File: src/d2d_slice_pkg.sv
package d2d_slice_pkg;

  // Register byte offsets on the programming bus.
  localparam logic [11:0] CTRL_OFFS     = 12'h000;
  localparam logic [11:0] STATUS_OFFS   = 12'h004;
  localparam logic [11:0] TX_WORDS_OFFS = 12'h008;
  localparam logic [11:0] RX_WORDS_OFFS = 12'h00c;
  localparam logic [11:0] CONFIG_OFFS   = 12'h010;

  // Control register fields.
  localparam int CTRL_TX_EN_BIT = 0;
  localparam int CTRL_RX_EN_BIT = 1;
  localparam int CTRL_LOOP_BIT  = 2;
  localparam int CTRL_WIDTH     = 3;
  localparam logic [2:0] CTRL_RESET = 3'h0;

  // Status register fields.
  localparam int STAT_TX_RUN_BIT   = 0;
  localparam int STAT_RX_RUN_BIT   = 1;
  localparam int STAT_RX_WAIT_BIT  = 2;
  localparam int STAT_CONFLICT_BIT = 3;
  localparam int STAT_LOOP_BIT     = 4;

  // Configuration register fields, read only.
  localparam int CFG_RATIO_POS  = 0;
  localparam int CFG_EXTRA_BIT  = 16;

  // Word counters restart from zero.
  localparam logic [31:0] COUNT_RESET = 32'h0000_0000;

  // Number of single-ended lane wires in one slice.
  localparam int LANES = 16;

  // Transmit path states.
  typedef enum logic [0:0] {
    TX_OFF,
    TX_RUN
  } tx_state_t;

  // Receive path states.
  typedef enum logic [1:0] {
    RX_OFF,
    RX_WAIT_CLK,
    RX_RUN
  } rx_state_t;

endpackage

File: src/pin_sync.sv
`timescale 1ns/1ps
// Two-stage synchroniser for a group of pin inputs.
module pin_sync #(
  parameter int W = 1
) (
  input  wire logic         sys_clk,
  input  wire logic         nrst,
  input  wire logic [W-1:0] din,
  output logic      [W-1:0] dout
);

  typedef struct packed {
    logic [W-1:0] s1;
    logic [W-1:0] s2;
  } sync_st_t;

  sync_st_t st_r;
  sync_st_t st_nxt;

  // The first stage feeds only the second one, to keep metastability contained.
  always_comb begin
    st_nxt    = st_r;
    st_nxt.s1 = din;
    st_nxt.s2 = st_r.s1;
  end

  // Synchronous reset clears both stages.
  always_ff @(posedge sys_clk) begin
    if (!nrst) begin
      st_r <= '0;
    end else begin
      st_r <= st_nxt;
    end
  end

  assign dout = st_r.s2;

endmodule

File: src/d2d_phy_slice_gearbox.sv
// Overview of operation
// Slice has one forwarded differential clock pair and 16 lane wires, extras optional.
// Error-correction coding is the link layer's job; slice just moves that bit.
// Extra wire never changes rates; logic clock stays fast clock over power of two.
// Error and side wires both present or both absent, carried untouched.
// Bus inversion coding on the side wire lives in both link layers.
// Parallel data changes once per logic clock cycle, single data rate.
// Parallel word is 16*N bits; error and side fields N bits or absent.
// Transmit fast clock comes from a clock source, not the link layer.
// Transmit slice outputs a logic clock that paces the send word.
// Receive slice outputs word, extras, logic clock, and optional recovered clock.
// A slice only sends or only receives; it may be configurable either way.
// One shared wire set, separate send and receive groups toward core.
// Only one path enabled in mission mode; both only in loopback.
// Loopback should be enabled on one slice at a time.
// Wires run double data rate: one bit per forwarded clock edge.
// Logic clock is the fast clock divided by a power of two.
// Lane i carries bits i, i+16, ...; lowest group goes first.
// Receiver derives its logic clock from the forwarded clock, word-aligned.
//
// The address map and the APB slave port were left to the implementer.
`timescale 1ns/1ps
module d2d_phy_slice_gearbox
  import d2d_slice_pkg::*;
#(
  parameter int RATIO     = 4,
  parameter bit HAS_EXTRA = 1'b1
) (
  input  wire logic                     sys_clk,
  input  wire logic                     nrst,
  input  wire logic                     psel,
  input  wire logic                     penable,
  input  wire logic                     pwrite,
  input  wire logic [11:0]              paddr,
  input  wire logic [31:0]              pwdata,
  output logic      [31:0]              prdata,
  output logic                          pready,
  output logic                          pslverr,
  input  wire logic [16*RATIO-1:0]      send_parallel_word,
  input  wire logic [RATIO-1:0]         send_err_corr_bits,
  input  wire logic [RATIO-1:0]         send_side_bits,
  output logic                          send_logic_clock,
  output logic [16*RATIO-1:0]           recv_parallel_word,
  output logic [RATIO-1:0]              recv_err_corr_bits,
  output logic [RATIO-1:0]              recv_side_bits,
  output logic                          recv_logic_clock,
  output logic                          recv_fast_clk_out,
  input  wire logic [15:0]              lane_wires_in,
  output logic      [15:0]              lane_wires_out,
  output logic      [15:0]              lane_wires_oe,
  input  wire logic                     err_corr_wire_in,
  output logic                          err_corr_wire_out,
  output logic                          err_corr_wire_oe,
  input  wire logic                     side_wire_in,
  output logic                          side_wire_out,
  output logic                          side_wire_oe,
  input  wire logic                     fwd_clk_in,
  output logic                          fwd_clk_p_out,
  output logic                          fwd_clk_n_out,
  output logic                          fwd_clk_oe
);

  // word width
  localparam int WORD = LANES * RATIO;
  localparam int CW   = (RATIO > 2) ? $clog2(RATIO) : 1;
  localparam logic [CW-1:0] LAST_BEAT = CW'(RATIO - 1);
  localparam logic [CW-1:0] HALF_BEAT = CW'(RATIO / 2);

  // All state of the slice except the pin synchroniser lives in this one record.
  typedef struct packed {
    logic [CTRL_WIDTH-1:0] ctrl;
    tx_state_t             tx_st;
    logic [CW-1:0]         tx_cnt;
    logic [WORD-1:0]       tx_shift;
    logic [RATIO-1:0]      tx_err;
    logic [RATIO-1:0]      tx_side;
    logic [15:0]           lane_out;
    logic                  ecw_out;
    logic                  side_out;
    logic                  pins_oe;
    logic                  clk_out;
    logic                  clk_n;
    logic                  send_clk;
    logic [31:0]           tx_words;
    rx_state_t             rx_st;
    logic [CW-1:0]         rx_cnt;
    logic [WORD-1:0]       rx_acc;
    logic [RATIO-1:0]      rx_err_acc;
    logic [RATIO-1:0]      rx_side_acc;
    logic [WORD-1:0]       rx_word;
    logic [RATIO-1:0]      rx_err;
    logic [RATIO-1:0]      rx_side;
    logic                  recv_clk;
    logic                  rx_prev_clk;
    logic                  rx_fast_clk;
    logic [31:0]           rx_words;
    logic [31:0]           prdata;
    logic                  pready;
    logic                  pslverr;
  } slice_st_t;

  slice_st_t   st_r;
  slice_st_t   st_nxt;
  logic [18:0] pin_s;
  logic        tx_on;
  logic        rx_on;
  logic        conflict;
  logic [15:0] rx_lane;
  logic        rx_ecw;
  logic        rx_side_bit;
  logic        rx_clk_src;
  logic        rx_edge;

  // Decodes a register offset; anything else gets an error answer.
  function automatic logic reg_hit(input logic [11:0] addr);
    return (addr == CTRL_OFFS) || (addr == STATUS_OFFS) || (addr == TX_WORDS_OFFS) ||
           (addr == RX_WORDS_OFFS) || (addr == CONFIG_OFFS);
  endfunction

  // Wraps a beat counter at the end of a word.
  function automatic logic [CW-1:0] next_beat(input logic [CW-1:0] cnt);
    return (cnt == LAST_BEAT) ? '0 : cnt + CW'(1);
  endfunction

  // Pin inputs cross into the clock domain before anyone looks at them.
  pin_sync #(
    .W (19)
  ) u_pin_sync (
    .sys_clk (sys_clk),
    .nrst    (nrst),
    .din     ({fwd_clk_in, side_wire_in, err_corr_wire_in, lane_wires_in}),
    .dout    (pin_s)
  );

  // path enables
  // Asking for both paths without loopback is refused: neither runs and status flags it.
  assign conflict = st_r.ctrl[CTRL_TX_EN_BIT] && st_r.ctrl[CTRL_RX_EN_BIT] &&
                    !st_r.ctrl[CTRL_LOOP_BIT];
  assign tx_on    = st_r.ctrl[CTRL_TX_EN_BIT] && !conflict;
  assign rx_on    = st_r.ctrl[CTRL_RX_EN_BIT] && !conflict;

  // receive source
  // Loopback takes the send flops directly, so no synchroniser delay is added there.
  always_comb begin
    if (st_r.ctrl[CTRL_LOOP_BIT]) begin
      rx_lane     = st_r.lane_out;
      rx_ecw      = st_r.ecw_out;
      rx_side_bit = st_r.side_out;
      rx_clk_src  = st_r.clk_out;
    end else begin
      rx_lane     = pin_s[15:0];
      rx_ecw      = HAS_EXTRA ? pin_s[16] : 1'b0;
      rx_side_bit = HAS_EXTRA ? pin_s[17] : 1'b0;
      rx_clk_src  = pin_s[18];
    end
  end

  // double data rate
  // Every change of the forwarded clock, either direction, marks one beat.
  assign rx_edge = rx_clk_src != st_r.rx_prev_clk;

  // Next-state logic for the bus slave and both data paths.
  always_comb begin
    int ti;
    int ri;
    ti     = 0;
    ri     = 0;
    st_nxt = st_r;

    // Zero-wait slave: the answer is prepared in the setup cycle.
    st_nxt.pready  = 1'b1;
    if (psel && !penable) begin
      st_nxt.pslverr = !reg_hit(paddr);
      st_nxt.prdata  = 32'h0000_0000;
      case (paddr)
        CTRL_OFFS: begin
          st_nxt.prdata[CTRL_WIDTH-1:0] = st_r.ctrl;
        end
        STATUS_OFFS: begin
          st_nxt.prdata[STAT_TX_RUN_BIT]   = st_r.tx_st == TX_RUN;
          st_nxt.prdata[STAT_RX_RUN_BIT]   = st_r.rx_st == RX_RUN;
          st_nxt.prdata[STAT_RX_WAIT_BIT]  = st_r.rx_st == RX_WAIT_CLK;
          st_nxt.prdata[STAT_CONFLICT_BIT] = conflict;
          st_nxt.prdata[STAT_LOOP_BIT]     = st_r.ctrl[CTRL_LOOP_BIT];
        end
        TX_WORDS_OFFS: begin
          st_nxt.prdata = st_r.tx_words;
        end
        RX_WORDS_OFFS: begin
          st_nxt.prdata = st_r.rx_words;
        end
        CONFIG_OFFS: begin
          st_nxt.prdata[CFG_RATIO_POS +: 16] = 16'(RATIO);
          st_nxt.prdata[CFG_EXTRA_BIT]       = HAS_EXTRA;
        end
        default: begin
          st_nxt.prdata = 32'h0000_0000;
        end
      endcase
    end
    // Writes land only at the access edge; the counters are read only.
    if (psel && penable && st_r.pready && pwrite && paddr == CTRL_OFFS) begin
      st_nxt.ctrl = pwdata[CTRL_WIDTH-1:0];
    end

    // Transmit path.
    case (st_r.tx_st)
      TX_OFF: begin
        st_nxt.lane_out = 16'h0000;
        st_nxt.ecw_out  = 1'b0;
        st_nxt.side_out = 1'b0;
        st_nxt.pins_oe  = 1'b0;
        st_nxt.clk_out  = 1'b0;
        st_nxt.send_clk = 1'b0;
        st_nxt.tx_cnt   = '0;
        if (tx_on) begin
          st_nxt.tx_st = TX_RUN;
        end
      end
      TX_RUN: begin
        // clock division
        // The fast clock is sys_clk; a word takes RATIO beats, so the rates never change.
        st_nxt.pins_oe = 1'b1;
        st_nxt.clk_out = !st_r.clk_out;
        if (st_r.tx_cnt == '0) begin
          // word sampling
          // The send word is taken once per logic clock, at its rising edge.
          st_nxt.tx_shift = send_parallel_word;
          st_nxt.tx_err   = HAS_EXTRA ? send_err_corr_bits : '0;
          st_nxt.tx_side  = HAS_EXTRA ? send_side_bits : '0;
          st_nxt.tx_words = st_r.tx_words + 32'h0000_0001;
          // lane mapping
          // Beat 0 carries bits 0..15 of the word, lane i on wire i.
          st_nxt.lane_out = send_parallel_word[LANES-1:0];
          st_nxt.ecw_out  = HAS_EXTRA ? send_err_corr_bits[0] : 1'b0;
          st_nxt.side_out = HAS_EXTRA ? send_side_bits[0] : 1'b0;
        end else begin
          ti              = int'(st_r.tx_cnt);
          st_nxt.lane_out = st_r.tx_shift[LANES*ti +: LANES];
          // extra bits
          // Error and side bits ride along like lane bits; contents are never examined.
          st_nxt.ecw_out  = st_r.tx_err[ti];
          st_nxt.side_out = st_r.tx_side[ti];
        end
        st_nxt.tx_cnt   = next_beat(st_r.tx_cnt);
        // logic clock
        // High for the first half of each word period, so its rate is fast clock over RATIO.
        st_nxt.send_clk = (st_nxt.tx_cnt != '0) && (st_nxt.tx_cnt <= HALF_BEAT);
        // Stopping only at a word boundary keeps the last word whole on the wires.
        if (!tx_on && st_r.tx_cnt == LAST_BEAT) begin
          st_nxt.tx_st = TX_OFF;
        end
      end
      default: begin
        st_nxt.tx_st = TX_OFF;
      end
    endcase
    // The complement leg is a flop of its own, so both legs leave on the same edge.
    st_nxt.clk_n = !st_nxt.clk_out;

    // Receive path.
    st_nxt.rx_prev_clk = rx_clk_src;
    st_nxt.rx_fast_clk = rx_on ? rx_clk_src : 1'b0;
    case (st_r.rx_st)
      RX_OFF: begin
        st_nxt.rx_cnt   = '0;
        st_nxt.recv_clk = 1'b0;
        if (rx_on) begin
          st_nxt.rx_st = RX_WAIT_CLK;
        end
      end
      RX_WAIT_CLK: begin
        // The first clock change after enabling is taken as beat 0 of a word.
        if (!rx_on) begin
          st_nxt.rx_st = RX_OFF;
        end else if (rx_edge) begin
          st_nxt.rx_acc[LANES-1:0] = rx_lane;
          st_nxt.rx_err_acc[0]     = rx_ecw;
          st_nxt.rx_side_acc[0]    = rx_side_bit;
          st_nxt.rx_cnt            = next_beat('0);
          st_nxt.rx_st             = RX_RUN;
        end
      end
      RX_RUN: begin
        if (!rx_on) begin
          st_nxt.rx_st = RX_OFF;
        end else if (rx_edge) begin
          // lane mapping
          // Beat k fills bits 16k..16k+15, undoing the sender's order.
          ri                               = int'(st_r.rx_cnt);
          st_nxt.rx_acc[LANES*ri +: LANES] = rx_lane;
          st_nxt.rx_err_acc[ri]            = rx_ecw;
          st_nxt.rx_side_acc[ri]           = rx_side_bit;
          st_nxt.rx_cnt                    = next_beat(st_r.rx_cnt);
          if (st_r.rx_cnt == LAST_BEAT) begin
            // word output
            // A finished word is shown whole and the logic clock rises with it.
            st_nxt.rx_word  = st_nxt.rx_acc;
            st_nxt.rx_err   = st_nxt.rx_err_acc;
            st_nxt.rx_side  = st_nxt.rx_side_acc;
            st_nxt.recv_clk = 1'b1;
            st_nxt.rx_words = st_r.rx_words + 32'h0000_0001;
          end else if (st_nxt.rx_cnt == HALF_BEAT) begin
            // derived clock
            // The fall is paced by forwarded edges, so it follows the sender's rate.
            st_nxt.recv_clk = 1'b0;
          end
        end
      end
      default: begin
        st_nxt.rx_st = RX_OFF;
      end
    endcase
  end

  // One register stage holds the whole slice record; reset leaves both paths off.
  always_ff @(posedge sys_clk) begin
    if (!nrst) begin
      st_r          <= '0;
      st_r.ctrl     <= CTRL_RESET;
      st_r.clk_n    <= 1'b1;
      st_r.tx_st    <= TX_OFF;
      st_r.rx_st    <= RX_OFF;
      st_r.tx_words <= COUNT_RESET;
      st_r.rx_words <= COUNT_RESET;
    end else begin
      st_r <= st_nxt;
    end
  end

  // pin drive
  // One wire set is shared; enables follow the send path and extras stay idle if absent.
  assign lane_wires_out     = st_r.lane_out;
  assign lane_wires_oe      = {16{st_r.pins_oe}};
  assign err_corr_wire_out  = st_r.ecw_out;
  assign err_corr_wire_oe   = st_r.pins_oe && HAS_EXTRA;
  assign side_wire_out      = st_r.side_out;
  assign side_wire_oe       = st_r.pins_oe && HAS_EXTRA;
  assign fwd_clk_p_out      = st_r.clk_out;
  assign fwd_clk_n_out      = st_r.clk_n;
  assign fwd_clk_oe         = st_r.pins_oe;

  // Link layer side outputs.
  assign send_logic_clock   = st_r.send_clk;
  assign recv_parallel_word = st_r.rx_word;
  assign recv_err_corr_bits = st_r.rx_err;
  assign recv_side_bits     = st_r.rx_side;
  assign recv_logic_clock   = st_r.recv_clk;
  assign recv_fast_clk_out  = st_r.rx_fast_clk;

  // Bus answer outputs.
  assign prdata             = st_r.prdata;
  assign pready             = st_r.pready;
  assign pslverr            = st_r.pslverr;

endmodule

File: config.mk
export PLATFORM = sky130hd
export DESIGN_NAME = d2d_phy_slice_gearbox
export DESIGN_NICKNAME = d
export VERILOG_FILES = /design/src/d2d_slice_pkg.sv /design/src/pin_sync.sv /design/src/d2d_phy_slice_gearbox.sv
export SDC_FILE = /design/constraint.sdc
export NUM_CORES = 1
export LEC_CHECK = 0
export ABC_AREA = 1
export BUFFER_PORTS_ARGS = -buffer_cell sky130_fd_sc_hd__buf_2
export CAP_MARGIN = 20
export CORE_ASPECT_RATIO = 0.6
export CORE_MARGIN = 4
export CORE_UTILIZATION = 30
export DETAILED_ROUTE_END_ITERATION = 10
export GPL_ROUTABILITY_DRIVEN = 0
export SLEW_MARGIN = 10
export SYNTH_ARGS = -nofsm -noshare
export SYNTH_HDL_FRONTEND = slang
export SYNTH_SLANG_ARGS = --single-unit
File: constraint.sdc
create_clock -name sys_clk -period 2.4 [get_ports sys_clk]
set_input_delay 0.48 -clock sys_clk [delete_from_list [all_inputs] [get_ports sys_clk]]
set_output_delay 0.48 -clock sys_clk [all_outputs]
set_load 0.01 [all_outputs]
# Yosys cells after proc, flatten, opt, wreduce, memory -nomap -nowiden
# Cells that the tools add are included.
[classes]
n_reduce_logical = 38
mux = 49
magnitude_cmp = 4
n_addsub = 5
shift = 3
bitwise_logic = 1
eq_ne = 18
[op_table]
columns = ["operator", "n"]
rows = [
  ["$mux W147", 2],
  ["$mux W72", 1],
  ["$add A32 B1 Y32 const B", 2],
  ["$bwmux W64", 1],
  ["$shift A16 B33 Y64 const A", 1],
  ["$shiftx A16 B33 Y64", 1],
  ["$shiftx A64 B7 Y16", 1],
  ["$mux W16", 3],
  ["$pmux W20 S2", 1],
  ["$pmux W12 S3", 1],
  ["$neg A6 Y33", 1],
  ["$pmux W16 S2", 1],
  ["$pmux W15 S2", 1],
  ["$eq A12 B4 Y1 const B", 2],
  ["$mux W18", 1],
  ["$pmux W2 S3", 3],
  ["$mux W1", 15],
  ["$pmux W3 S5", 1],
  ["$mux W2", 7],
  ["$eq A12 B3 Y1 const B", 1],
  ["$eq A12 B5 Y1 const B", 1],
  ["$logic_and A1 B1 Y1", 12],
  ["$logic_not A12 Y1", 1],
  ["$ne A2 B2 Y1 const B", 6],
  ["25 further kinds", 51],
]
[word_totals]
regBits = 387
output_inout_bits = 148

# Depth between registers and ports, before layout
# Gate-level depths: netlist (run 1).
[depth]
word_depth = 9
ltp_mapped = 16
mapped_depth_nobuf = 13

# Modules after synthesis
# From an unflattened synthesis (run 1), not the netlist that was laid out.
[hier_totals]
hier_cells = 2608
hier_area_um2 = 18002.3
[modules_own_cells]
columns = ["mod", "area_each_um2", "cells_each", "instances"]
rows = [
  ["d2d_phy_slice_gearbox", 16921.2, 2490, 1],
  ["pin_sync", 1081.0, 118, 1],
]

# Worst setup path before layout (run 1)
# OpenSTA, ideal clock, no wires.
[synth_timing]
kind = "register -> register"
start = "register st_r[343] in the netlist's numbering"
end = "register st_r[245] in the netlist's numbering"
synth_period_minus_slack_ns = 2.240
setup_ns = 0.115
path_stages_with_launch = 15
n_path_buf = 3
slack_ns = 0.160
arrival_ns = 2.125
path_cell_list = "dfxtp_1 > inv_1 > clkbuf_1 > clkbuf_1 > ha_1 > buf_4 > nand2_4 > inv_2 > nand3_1 > nor2_2 > nand3_2 > nor2_1 > nand3_1 > nand2_1 > nor2_1"
[synth_via]
elab_chain_cells = 2
[synth_rtl]
columns = ["item", "line_no", "rtl"]
rows = [
  ["start: declaration", "d2d_phy_slice_gearbox.sv:102", "slice_st_t st_r;"],
  ["start signal: assignment", "d2d_phy_slice_gearbox.sv:327", "st_r <= st_nxt;"],
  ["$logic_not A2 Y1", "d2d_phy_slice_gearbox.sv:225", "if (st_r.tx_cnt == '0) begin"],
  ["$reduce_and A2 Y1 (no line)", "n/a", ""],
]
# No other way between the ends.
# A chain may end at the register's enable or synchronous reset.

# Worst setup path in the final report (run 1)
[layout_timing]
start = "register st_r[348] in the netlist's numbering"
end = "register st_r, in the netlist recv_parallel_word[18]"
[layout_via]
elab_chain_cells = 5
elab_cells_between_ends = 10
classes_between = "eq/ne: 1; shift: 1; mux: 3; reduce/logical: 5"
[layout_rtl]
columns = ["item"]
rows = [
  ["parallel branches: the longest is 5 deep, another holds $shiftx A16 B33 Y64"],
]
# Several ways; the timed one is not identified.

==> summary.txt, run 1 <==
Clock network
  – Clock Tree Buf Depth: 3
  – # hold bufs at CTS: 0
  – TritonCTS Buffers: 40
  – Root Driver: clkbuf_16
  – H-tree depth: 2
  – Sink Count: between 300 and 400
  – Worst-Skew Late Latency: between 0.5 and 0.6 ns
  – Setup Fix Bufs, Post-CTS: 0
  – CTS tree: done
  – Clock-pin slew on the worst setup and hold paths: around 0.060 ns
  – CTS resizes: 0

STA
  – Total negative setup slack: 0 ns
  – Relative slew slack: 0.404
  – Worst Tran Pin Value: a little under 0.9 ns
  – Pins Over Slew Limit: 0
  – Fmax: between 400 and 500 MHz
  – Final setup vio count: 0
  – Post-route minimum period: between 2 and 2.5 ns
  – RSZ-0062 raised after global routing: false
  – Part of the cycle the worst path needs: 0.947
  – Final Hold Violating Endpoints: 0
  – Clock Skews: 0.0205 ns

Layout
  – Total Nets Final: 2,915
  – Share of cells above drive strength 1: 0.153
  – Layout area overhead: 13.6%
  – # diodes: 0

Logic synthesis
  – Mapped Cells: 2,683
  – Main flop type after synthesis: dfxtp_1
  – FFs w/ async S/R, synth: 0
  – Synth Net Count: 2,838
  – Post-synthesis sequential area ratio: 0.419
  – Synth warn: 0
  – Synth area leaders: dfxtp_1 42%, nor2_1 11%, nand2_1 9.8%
  – Number of flops mapped to enable cells by yosys: 0
  – Distinct cells, synth: 43
  – Syn Area/Cell: between 6 and 7 um^2
  – Synthesized flop and latch total: about 390
  – List of most frequent post-synthesis cells: 545 x nor2_1, 481 x nand2_1, 385 x dfxtp_1, 319 x o21ai_0, 249 x inv_1
  – Area share of the largest cell type after synthesis: 0.419
  – Area of the mapped netlist: 18,400 um^2
  – Area leader, netlist: dfxtp_1
  – Most frequent cell after synthesis: nor2_1

Route
  – Post-route ant nets: 0
  – Routed vias/inst: roughly 4.6
  – Drt total wl: 56,300 um
  – Drt pass-1 iters: 5
  – Vias after detailed routing: about 17,000
  – # DRC: 0
  – Initial DRC count: 1,497
  – Wirelength per Cell: between 15 and 20 um

Placed design
  – Number of buffers added on ports: roughly 260
  – Post-DP HPWL: 40,600 um

Global route
  – Grt ovf: 0
  – Largest net degree at the start of global routing: ~120
  – Total GRT Usage: 0.166
  – Initial antenna violation count: 2
  – Number of global-route vias before repair: approximately 15,000
  – Global-route wire length before repair: 86,100 um

Setup path
  – Setup crit end kind: flop
  – WP data required: about 2.8 ns
  – Setup CP Type: flop to flop
  – CP Launch Type: flop
  – Worst Setup EP: recv_parallel_word[18]
  – Crit path launch: st_r[348]
  – RR Endpoint: recv_parallel_word[18]
  – Worst Path Arrival: around 2.7 ns
  – R2R cell count: 7
  – Max stage delay cell, worst path: o21ai_0
  – CP Cell Sequence: buf_4 > o21ai_0 > inv_1 > nand3_1 > o21ai_0 > nor2_1 > nor2_1
  – Max incr delay on CP: slightly above 0.7 ns
  – R2R Setup Slk: 0.13 ns
  – Worst-path fanout max: 15
  – Reg2Reg Launch Point: st_r[348]

Min path
  – Hold path depth: 3
  – Hold Crit Class: primary input to flop

Pwr
  – Power Total: 13.5 mW
  – Max VDD drop: approximately 0.41 mV
  – Pwr per Cell Area: around 640 nW/um^2
  – Lkg Pwr: 9.03 nW

Run
  – Max cap viols: 0

Floorplan
  – # rows: 70
  – Height of the die: 200 um
  – Die X: roughly 330 um
  – Die area: between 60,000 and 70,000 um^2
  – CORE AREA: between 60,000 and 70,000 um^2
  – Total I/O pin count: roughly 290
  – Initial Util: 0.303

Status
  – Outcome: completed
==> layer usage <==
| layer | wire, um | up-vias | track usage |
|---|---|---|---|
| li1 | - | 8564 | - |
| met1 | 28700 | 7533 | 0.257 |
| met2 | 22600 | 482 | 0.234 |
| met3 | 4050 | 67 | 0.0358 |
| met4 | 973 | 2 | 0.0343 |
| met5 | 7 | - | 0 |
==> report_power, final <==
group	leakage [nW]	internal (mW)	total (mW)	switching [mW]
registers	3.11	6.44	6.45	0.0173
logic	5.26	0.157	0.448	0.291
clock network	0.657	3.82	6.57	2.75
total	9.03	10.4	13.5	3.05
==> final cells by class <==
type | count | area [um^2]
clock inverters | 12 | 215
clock buffers | 57 | 1120
multi-input cells | 1761 | 8030
well taps | 828 | 1040
inverters | 256 | 966
fillers | 6612 | 39900
flip-flops and latches | 385 | 7710
repair buffers | 316 | 1820
==> worst min-delay path by stage <==
stage | start | to
after floorplan | u_pin_sync.st_nxt[0] | u_pin_sync.dout[0]
final | lane_wires_in[14] | u_pin_sync.st_nxt[14]
after global routing | lane_wires_in[13] | u_pin_sync.st_nxt[13]
after detailed placement | u_pin_sync.st_nxt[12] | u_pin_sync.dout[12]
after global placement | u_pin_sync.st_nxt[18] | u_pin_sync.dout[18]
after CTS | lane_wires_in[14] | u_pin_sync.st_nxt[14]
==> cells by family (layout without fill, tap and decap cells) <==
kind of cell	after synthesis	in the layout	share of synthesized area
XOR/XNOR	6	6	0.00285
flip-flops	385	385	0.419
buffers and inverters	537	641	0.145
adder cells (fa/ha/maj)	15	15	0.0102
AO/OA/AOI/OAI	559	559	0.165
AND/OR/NAND/NOR	1181	1181	0.259
==> worst max-delay path: cells and delay by family, from the launching register on <==
| kind | cells | cell delay [ns] |
|---|---|---|
| flops | 1 | 0.42 |
| simple gates | 3 | 0.44 |
| compound gates | 2 | 0.89 |
| buf+inv | 2 | 0.39 |
==> metrics by stage <==
step                setup WS (ns)  cell area, um^2  utilization  hold WS (ns)  instances
detailed placement          0.115            19600        0.322         0.398       3546
global route              0.00387            20900        0.344        0.0828       3615
floorplan                   0.160            18400            -         0.390       2683
global placement            0.155            19600        0.322         0.399       3546
CTS                         0.173            20900        0.344        0.0643       3615
finish                      0.127            20900        0.344        0.0996       3615
==> flip-flops by register name (all words and copies together) (netlist names) <==
name                flops
st_r                  217
recv_parallel_word     64
prdata                 32
u_pin_sync.dout        19
u_pin_sync.st_nxt      19
lane_wires_out         16
recv_err_corr_bits      4
recv_side_bits          4
err_corr_wire_oe        1
err_corr_wire_out       1
fwd_clk_n_out           1
fwd_clk_p_out           1
pready                  1
pslverr                 1
recv_fast_clk_out       1
recv_logic_clock        1
send_logic_clock        1
side_wire_out           1
==> layout by cell type (no fill, tap or decap), types with 7 or more instances in the layout <==
cell type    n
a211oi_2    15
a21oi_1    146
a31oi_1     15
buf_12       7
buf_2      257
buf_4       50
clkbuf_1    11
clkbuf_16   40
dfxtp_1    385
ha_1        15
inv_1      249
nand2_1    481
nand2_2      7
nand3_1     95
nand4_1     10
nor2_1     544
nor2_2       8
nor3_1      17
o21ai_0    319
o22ai_1     41
Power figures use the tool's default switching activity.
==> inputs of run 2 (changes only) <==
- CELL_PAD_IN_SITES_DETAIL_PLACEMENT: unset -> 1
- CELL_PAD_IN_SITES_GLOBAL_PLACEMENT: unset -> 2
- CORE_UTILIZATION: 30 -> 28
- PLACE_DENSITY_LB_ADDON: unset -> 0.1
==> run 2 against run 1 <==
Die area up 6.9%. Core utilization decreased by 1.8 points. Final cell count grew 1.2%. Critical path type unchanged. Critical endpoint is now st_r[167]. Largest power group unchanged. Highest routed layer is now met4.
==> summary.txt, run 2 (synthesis results as in run 1) <==
Clock network
  – # hold bufs at CTS: 0
  – Setup Fix Bufs, Post-CTS: 0
  – Root Driver: clkbuf_16
  – Sink Count: roughly 390
  – CTS tree: done
  – TritonCTS Buffers: 42
  – CTS resizes: 0
  – Clock-pin slew on the worst setup and hold paths: around 0.06 ns
  – Clock Tree Buf Depth: 3
  – Worst-Skew Late Latency: about 0.59 ns
  – H-tree depth: 2

Setup path
  – CP Launch Type: flop
  – Setup CP Type: flop to flop
  – Setup crit end kind: flop
  – WP data required: a little under 3 ns
  – Worst-path fanout max: 30
  – R2R Setup Slk: approximately 0.18 ns
  – Worst Path Arrival: 2.74 ns

STA
  – RSZ-0062 raised after global routing: false
  – Part of the cycle the worst path needs: 0.926
  – Final Hold Violating Endpoints: 0
  – Fmax: between 400 and 500 MHz
  – Final setup vio count: 0
  – Worst Tran Pin Value: between 0.9 and 1 ns
  – Pins Over Slew Limit: 0
  – Post-route minimum period: ~2.2 ns
  – Total negative setup slack: 0 ns
  – Relative slew slack: 0.360
  – Clock Skews: about 0.026 ns

Global route
  – Grt peak-use layer: met1
  – Grt ovf: 0
  – Global-route wire length before repair: roughly 110,000 um
  – M1 GR Usage: 0.295
  – Number of global-route vias before repair: 17,500
  – Initial antenna violation count: 3
  – Total GRT Usage: 0.192
  – Largest net degree at the start of global routing: around 130
  – GR Util met2: 0.281
  – Met3 GRT Util: 0.0310

Layout
  – Share of cells above drive strength 1: 0.158
  – Fin area: approximately 21,000 um^2
  – Layout area overhead: 14.6%
  – Total Nets Final: ~2,900
  – Max reg flops: approximately 220
  – Largest register by flop count: st_r
  – Commonest non-fill, non-tap cells in the layout: 544 x nor2_1, 481 x nand2_1, 385 x dfxtp_1, 319 x o21ai_0, 257 x buf_2
  – Most common cell after layout, fill and taps aside: nor2_1

Placed design
  – Post-DP HPWL: 50,000 um
  – Number of buffers added on ports: about 260
  – Cell area after placement: 19,700 um^2

Floorplan
  – Die X: about 340 um
  – Total I/O pin count: approximately 290
  – Height of the die: about 210 um
  – CORE AREA: 64,800 um^2
  – # rows: just over 70
  – Die area: roughly 70,000 um^2
  – Initial Util: 0.284

Route
  – Routed vias/inst: around 4.7
  – # DRC: 0
  – Wirelength per Cell: roughly 19 um
  – Vias after detailed routing: 17,300
  – Drt pass-1 iters: 5
  – Initial DRC count: between 1,000 and 1,500
  – Post-route ant nets: 0
  – Drt total wl: 68,600 um

Pwr
  – Lkg Pwr: 9.12 nW
  – Max VDD drop: ~0.4 mV
  – Pwr per Cell Area: 657 nW/um^2

Run
  – Max cap viols: 0

Status
  – Outcome: completed

Min path
  – Hold Crit Class: primary input to flop
## run 2: final cells by class
cell class	instances	area, um^2
Tap cell	851	1060
Sequential cell	385	7710
Inverter	256	966
Timing Repair Buffer	325	1890
Fill cell	8074	43700
Antenna cell	5	12.5
Multi-Input combinational cell	1761	8030
Clock inverter	13	191
Clock buffer	63	1240
## run 2: metal layers
| metal | up-vias | part of all wire | wire length, um |
|---|---|---|---|
| li1 | 8595 | - | - |
| met1 | 8364 | 0.53 | 36500 |
| met2 | 312 | 0.41 | 27900 |
| met3 | 63 | 0.048 | 3310 |
| met4 | 0 | 0.013 | 875 |
| met5 | - | 0 | 0 |
## run 2: final timing paths
path / cells past startpoint / endpoint / startpoint
setup reg to reg: 8 / st_r[167] / st_r[214]
setup / recovery: 8 / st_r[167] / st_r[214]
hold / removal: 3 / u_pin_sync.st_nxt[3] / lane_wires_in[3]
hold reg to reg: 2 / u_pin_sync.dout[6] / u_pin_sync.st_nxt[6]
## run 2: metrics by stage
stage / power, mW / std cells / hold WS [ns] / setup slack, ns / utilization
finish: 13.9 / 3659 / 0.0918 / 0.178 / 0.326
CTS: 14.2 / 3654 / 0.0486 / 0.164 / 0.326
floorplan: 6.84 / 2683 / 0.390 / 0.160 / -
global route: 14.5 / 3656 / 0.0626 / 0.0348 / 0.326
global placement: 7.10 / 3578 / 0.402 / 0.250 / 0.304
detailed placement: 7.10 / 3578 / 0.404 / 0.183 / 0.304
## run 2: report_power, final
part	switching (mW)	total (mW)	leakage (nW)	internal (mW)
logic	0.329	0.496	5.30	0.167
registers	0.0177	6.45	3.11	6.44
clock network	2.91	6.92	0.706	4.02
total	3.25	13.9	9.12	10.6
## run 2: worst max-delay path, cell delays in order, from the launching register on
cell and delay (ns):
dfxtp_1 0.42, inv_1 0.12, ha_1 0.30, inv_1 0.15, buf_4 0.36, nand3_1 0.28, o21ai_0 0.31, nor2_1 0.07
nor2_1 0.12
==> inputs of run 3 (changes only) <==
- CORE_UTILIZATION: 28 -> 30
- clock period: 2.4 -> 2.1 ns (I/O delays scaled with it)
==> run 3 against run 2 <==
Core utilization rose by 2.8 points. Combinational power increased by 18%. Total power increased by 15%. Non-clock buffer count grew 24. Clock skew shrank 0.0024 ns. Worst hold slack got worse by 0.034 ns. First-iteration DRC count shrank 8.4%. Critical path depth unchanged. Maximum frequency grew 15%. Clock-buffer cell count is 1 lower. Critical path type unchanged. Largest cell class unchanged.
==> summary.txt, run 3 (synthesis results as in run 1) <==
Status
  – Outcome: completed

Floorplan
  – Die X: 328 um
  – # rows: 70
  – Initial Util: 0.303
  – CORE AREA: just over 60,000 um^2
  – Die area: 65,500 um^2
  – Height of the die: 200 um
  – Total I/O pin count: between 200 and 300

STA
  – Worst Tran Pin Value: approximately 0.68 ns
  – Relative slew slack: 0.541
  – Part of the cycle the worst path needs: 0.921
  – Fmax: about 520 MHz
  – Clock Skews: between 0.02 and 0.025 ns
  – Worst setup margin: about 0.17 ns
  – Pins Over Slew Limit: 0
  – Post-route minimum period: roughly 1.9 ns
  – RSZ-0062 raised after global routing: true
  – Total negative setup slack: 0 ns
  – Final Hold Violating Endpoints: 0
  – Final setup vio count: 0
  – Hold_ws: roughly 0.058 ns

Placed design
  – Pre-CTS WS: -0.0434 ns
  – Placed insts: about 3,600
  – Post-DP HPWL: around 49,000 um
  – Number of buffers added on ports: 258

Setup path
  – R2R cell count: 8
  – Max stage delay cell, worst path: dfxtp_1
  – Setup CP Type: flop to flop
  – R2R Setup Slk: approximately 0.17 ns
  – Worst Path Arrival: approximately 2.4 ns
  – CP Launch Type: flop
  – Reg2Reg Launch Point: st_r[215]
  – Crit path buf inv count: 4
  – CP Cell Sequence: inv_1 > ha_1 > clkinv_1 > nor2_8 > inv_2 > buf_12 > nor2_1 > a21oi_1
  – WP data required: 2.56 ns
  – Worst-path fanout max: between 40 and 50
  – Setup crit end kind: flop
  – Max incr delay on CP: 0.34 ns
  – Crit-path leading delay family: buffers and inverters
  – RR Endpoint: recv_parallel_word[38]

Clock network
  – Clock-pin slew on the worst setup and hold paths: ~0.06 ns
  – Clock Tree Buf Depth: 3
  – Worst-Skew Late Latency: between 0.5 and 0.6 ns
  – Sink Count: a little under 400
  – TritonCTS Buffers: between 40 and 50
  – CTS tree: done
  – Root Driver: clkbuf_16
  – Setup Fix Bufs, Post-CTS: 0
  – H-tree depth: 2

Route
  – Post-route ant nets: 0
  – Drt pass-1 iters: 5
  – # DRC: 0
  – Routed vias/inst: around 4.8
  – Drt total wl: 67,600 um
  – Vias after detailed routing: around 18,000
  – Wirelength per Cell: ~18 um
  – Initial DRC count: slightly above 1,000

Layout
  – Commonest non-fill, non-tap cells in the layout: 542 x nor2_1, 481 x nand2_1, 384 x dfxtp_1, 319 x o21ai_0, 257 x buf_2
  – Non-filler instance count after layout: 3,657
  – Max reg flops: around 220
  – Layout area overhead: 16.7%
  – Share of cells above drive strength 1: 0.164
  – Total Nets Final: 2,951
  – Final Util: 0.354
  – Largest register by flop count: st_r
  – Most common cell after layout, fill and taps aside: nor2_1

Global route
  – Number of global-route vias before repair: approximately 18,000
  – Grt ovf: 0
  – Total GRT Usage: 0.204
  – Global-route wire length before repair: 104,000 um
  – Largest net degree at the start of global routing: 96
  – Initial antenna violation count: 3

Min path
  – Hold path depth: 3
  – Hold_sp: side_wire_in
  – Hold EP: u_pin_sync.st_nxt[17]
  – Hold Crit Class: primary input to flop

Pwr
  – Pwr per Cell Area: between 700 and 800 nW/um^2
  – Max VDD drop: 0.650 mV
  – Lkg Pwr: around 9.3 nW

Run
  – Max cap viols: 0
## run 3: cell count changes in the layout (fill, tap and decap cells not counted), sizes merged
| cell | previous run | this run |
|---|---|---|
| buf | 325 | 337 |
| diode | 5 | 1 |
| clkinv | 10 | 11 |
| clkbuf | 63 | 62 |
| inv | 255 | 256 |
| dlygate4sd3 | 0 | 12 |
## run 3: metrics by stage
| stage | total power [mW] | area, um^2 |
|---|---|---|
| 6_report | 16.0 | 21500 |
| 5_1_grt | 16.6 | 21500 |
| 4_1_cts | 16.2 | 21500 |
| 3_5_place_dp | 8.12 | 19900 |
| 3_3_place_gp | 8.11 | 19900 |
| 2_1_floorplan | 7.82 | 18400 |
## run 3: worst max path at each step
stage               startpoint                endpoint  slack (ns)  cells after the start
CTS                  st_r[348]                st_r[52]        0.06                     10
global route         st_r[343]               st_r[238]       -0.06                     12
finish               st_r[215]  recv_parallel_word[38]        0.17                      8
global placement     paddr[11]              prdata[21]       -0.04                      9
floorplan            st_r[344]               st_r[245]       0.002                     14
detailed placement   paddr[11]              prdata[26]       -0.04                      9
## run 3: report_power, final
group | leakage (nW) | internal (mW) | switching (mW) | total, mW
Sequential | 3.11 | 7.36 | 0.0214 | 7.38
Combinational | 5.47 | 0.211 | 0.374 | 0.585
Clock | 0.733 | 4.72 | 3.28 | 8.00
Total | 9.32 | 12.3 | 3.68 | 16.0
## run 3: tightest hold or removal path: stages
cell and delay [ns]:
buf_2 0.10, nand2_1 0.05, inv_1 0.04
## run 3: layout make-up
cell class,count,area [um^2]
clock inverter,15,190
fill,7720,39300
timing repair buffer,349,2240
clock buffer,62,1280
tap,828,1040
multi-input combinational,1761,8060
sequential,385,7710
antenna,1,2.50
inverter,256,966
## run 3: routing by layer
metal  wire length, um  track usage  part of all wire
met5                13            0           0.00019
met4              1100       0.0433             0.016
met3              3690       0.0319             0.055
met2             27600        0.298              0.41
met1             35200        0.314              0.52
## run 3: what timing repair did
action	in CTS	in global routing
gates cloned	0	0
setup endpoints to repair	3	71
hold endpoints to repair	12	0
hold buffers	12	0
gates resized for setup	1	9
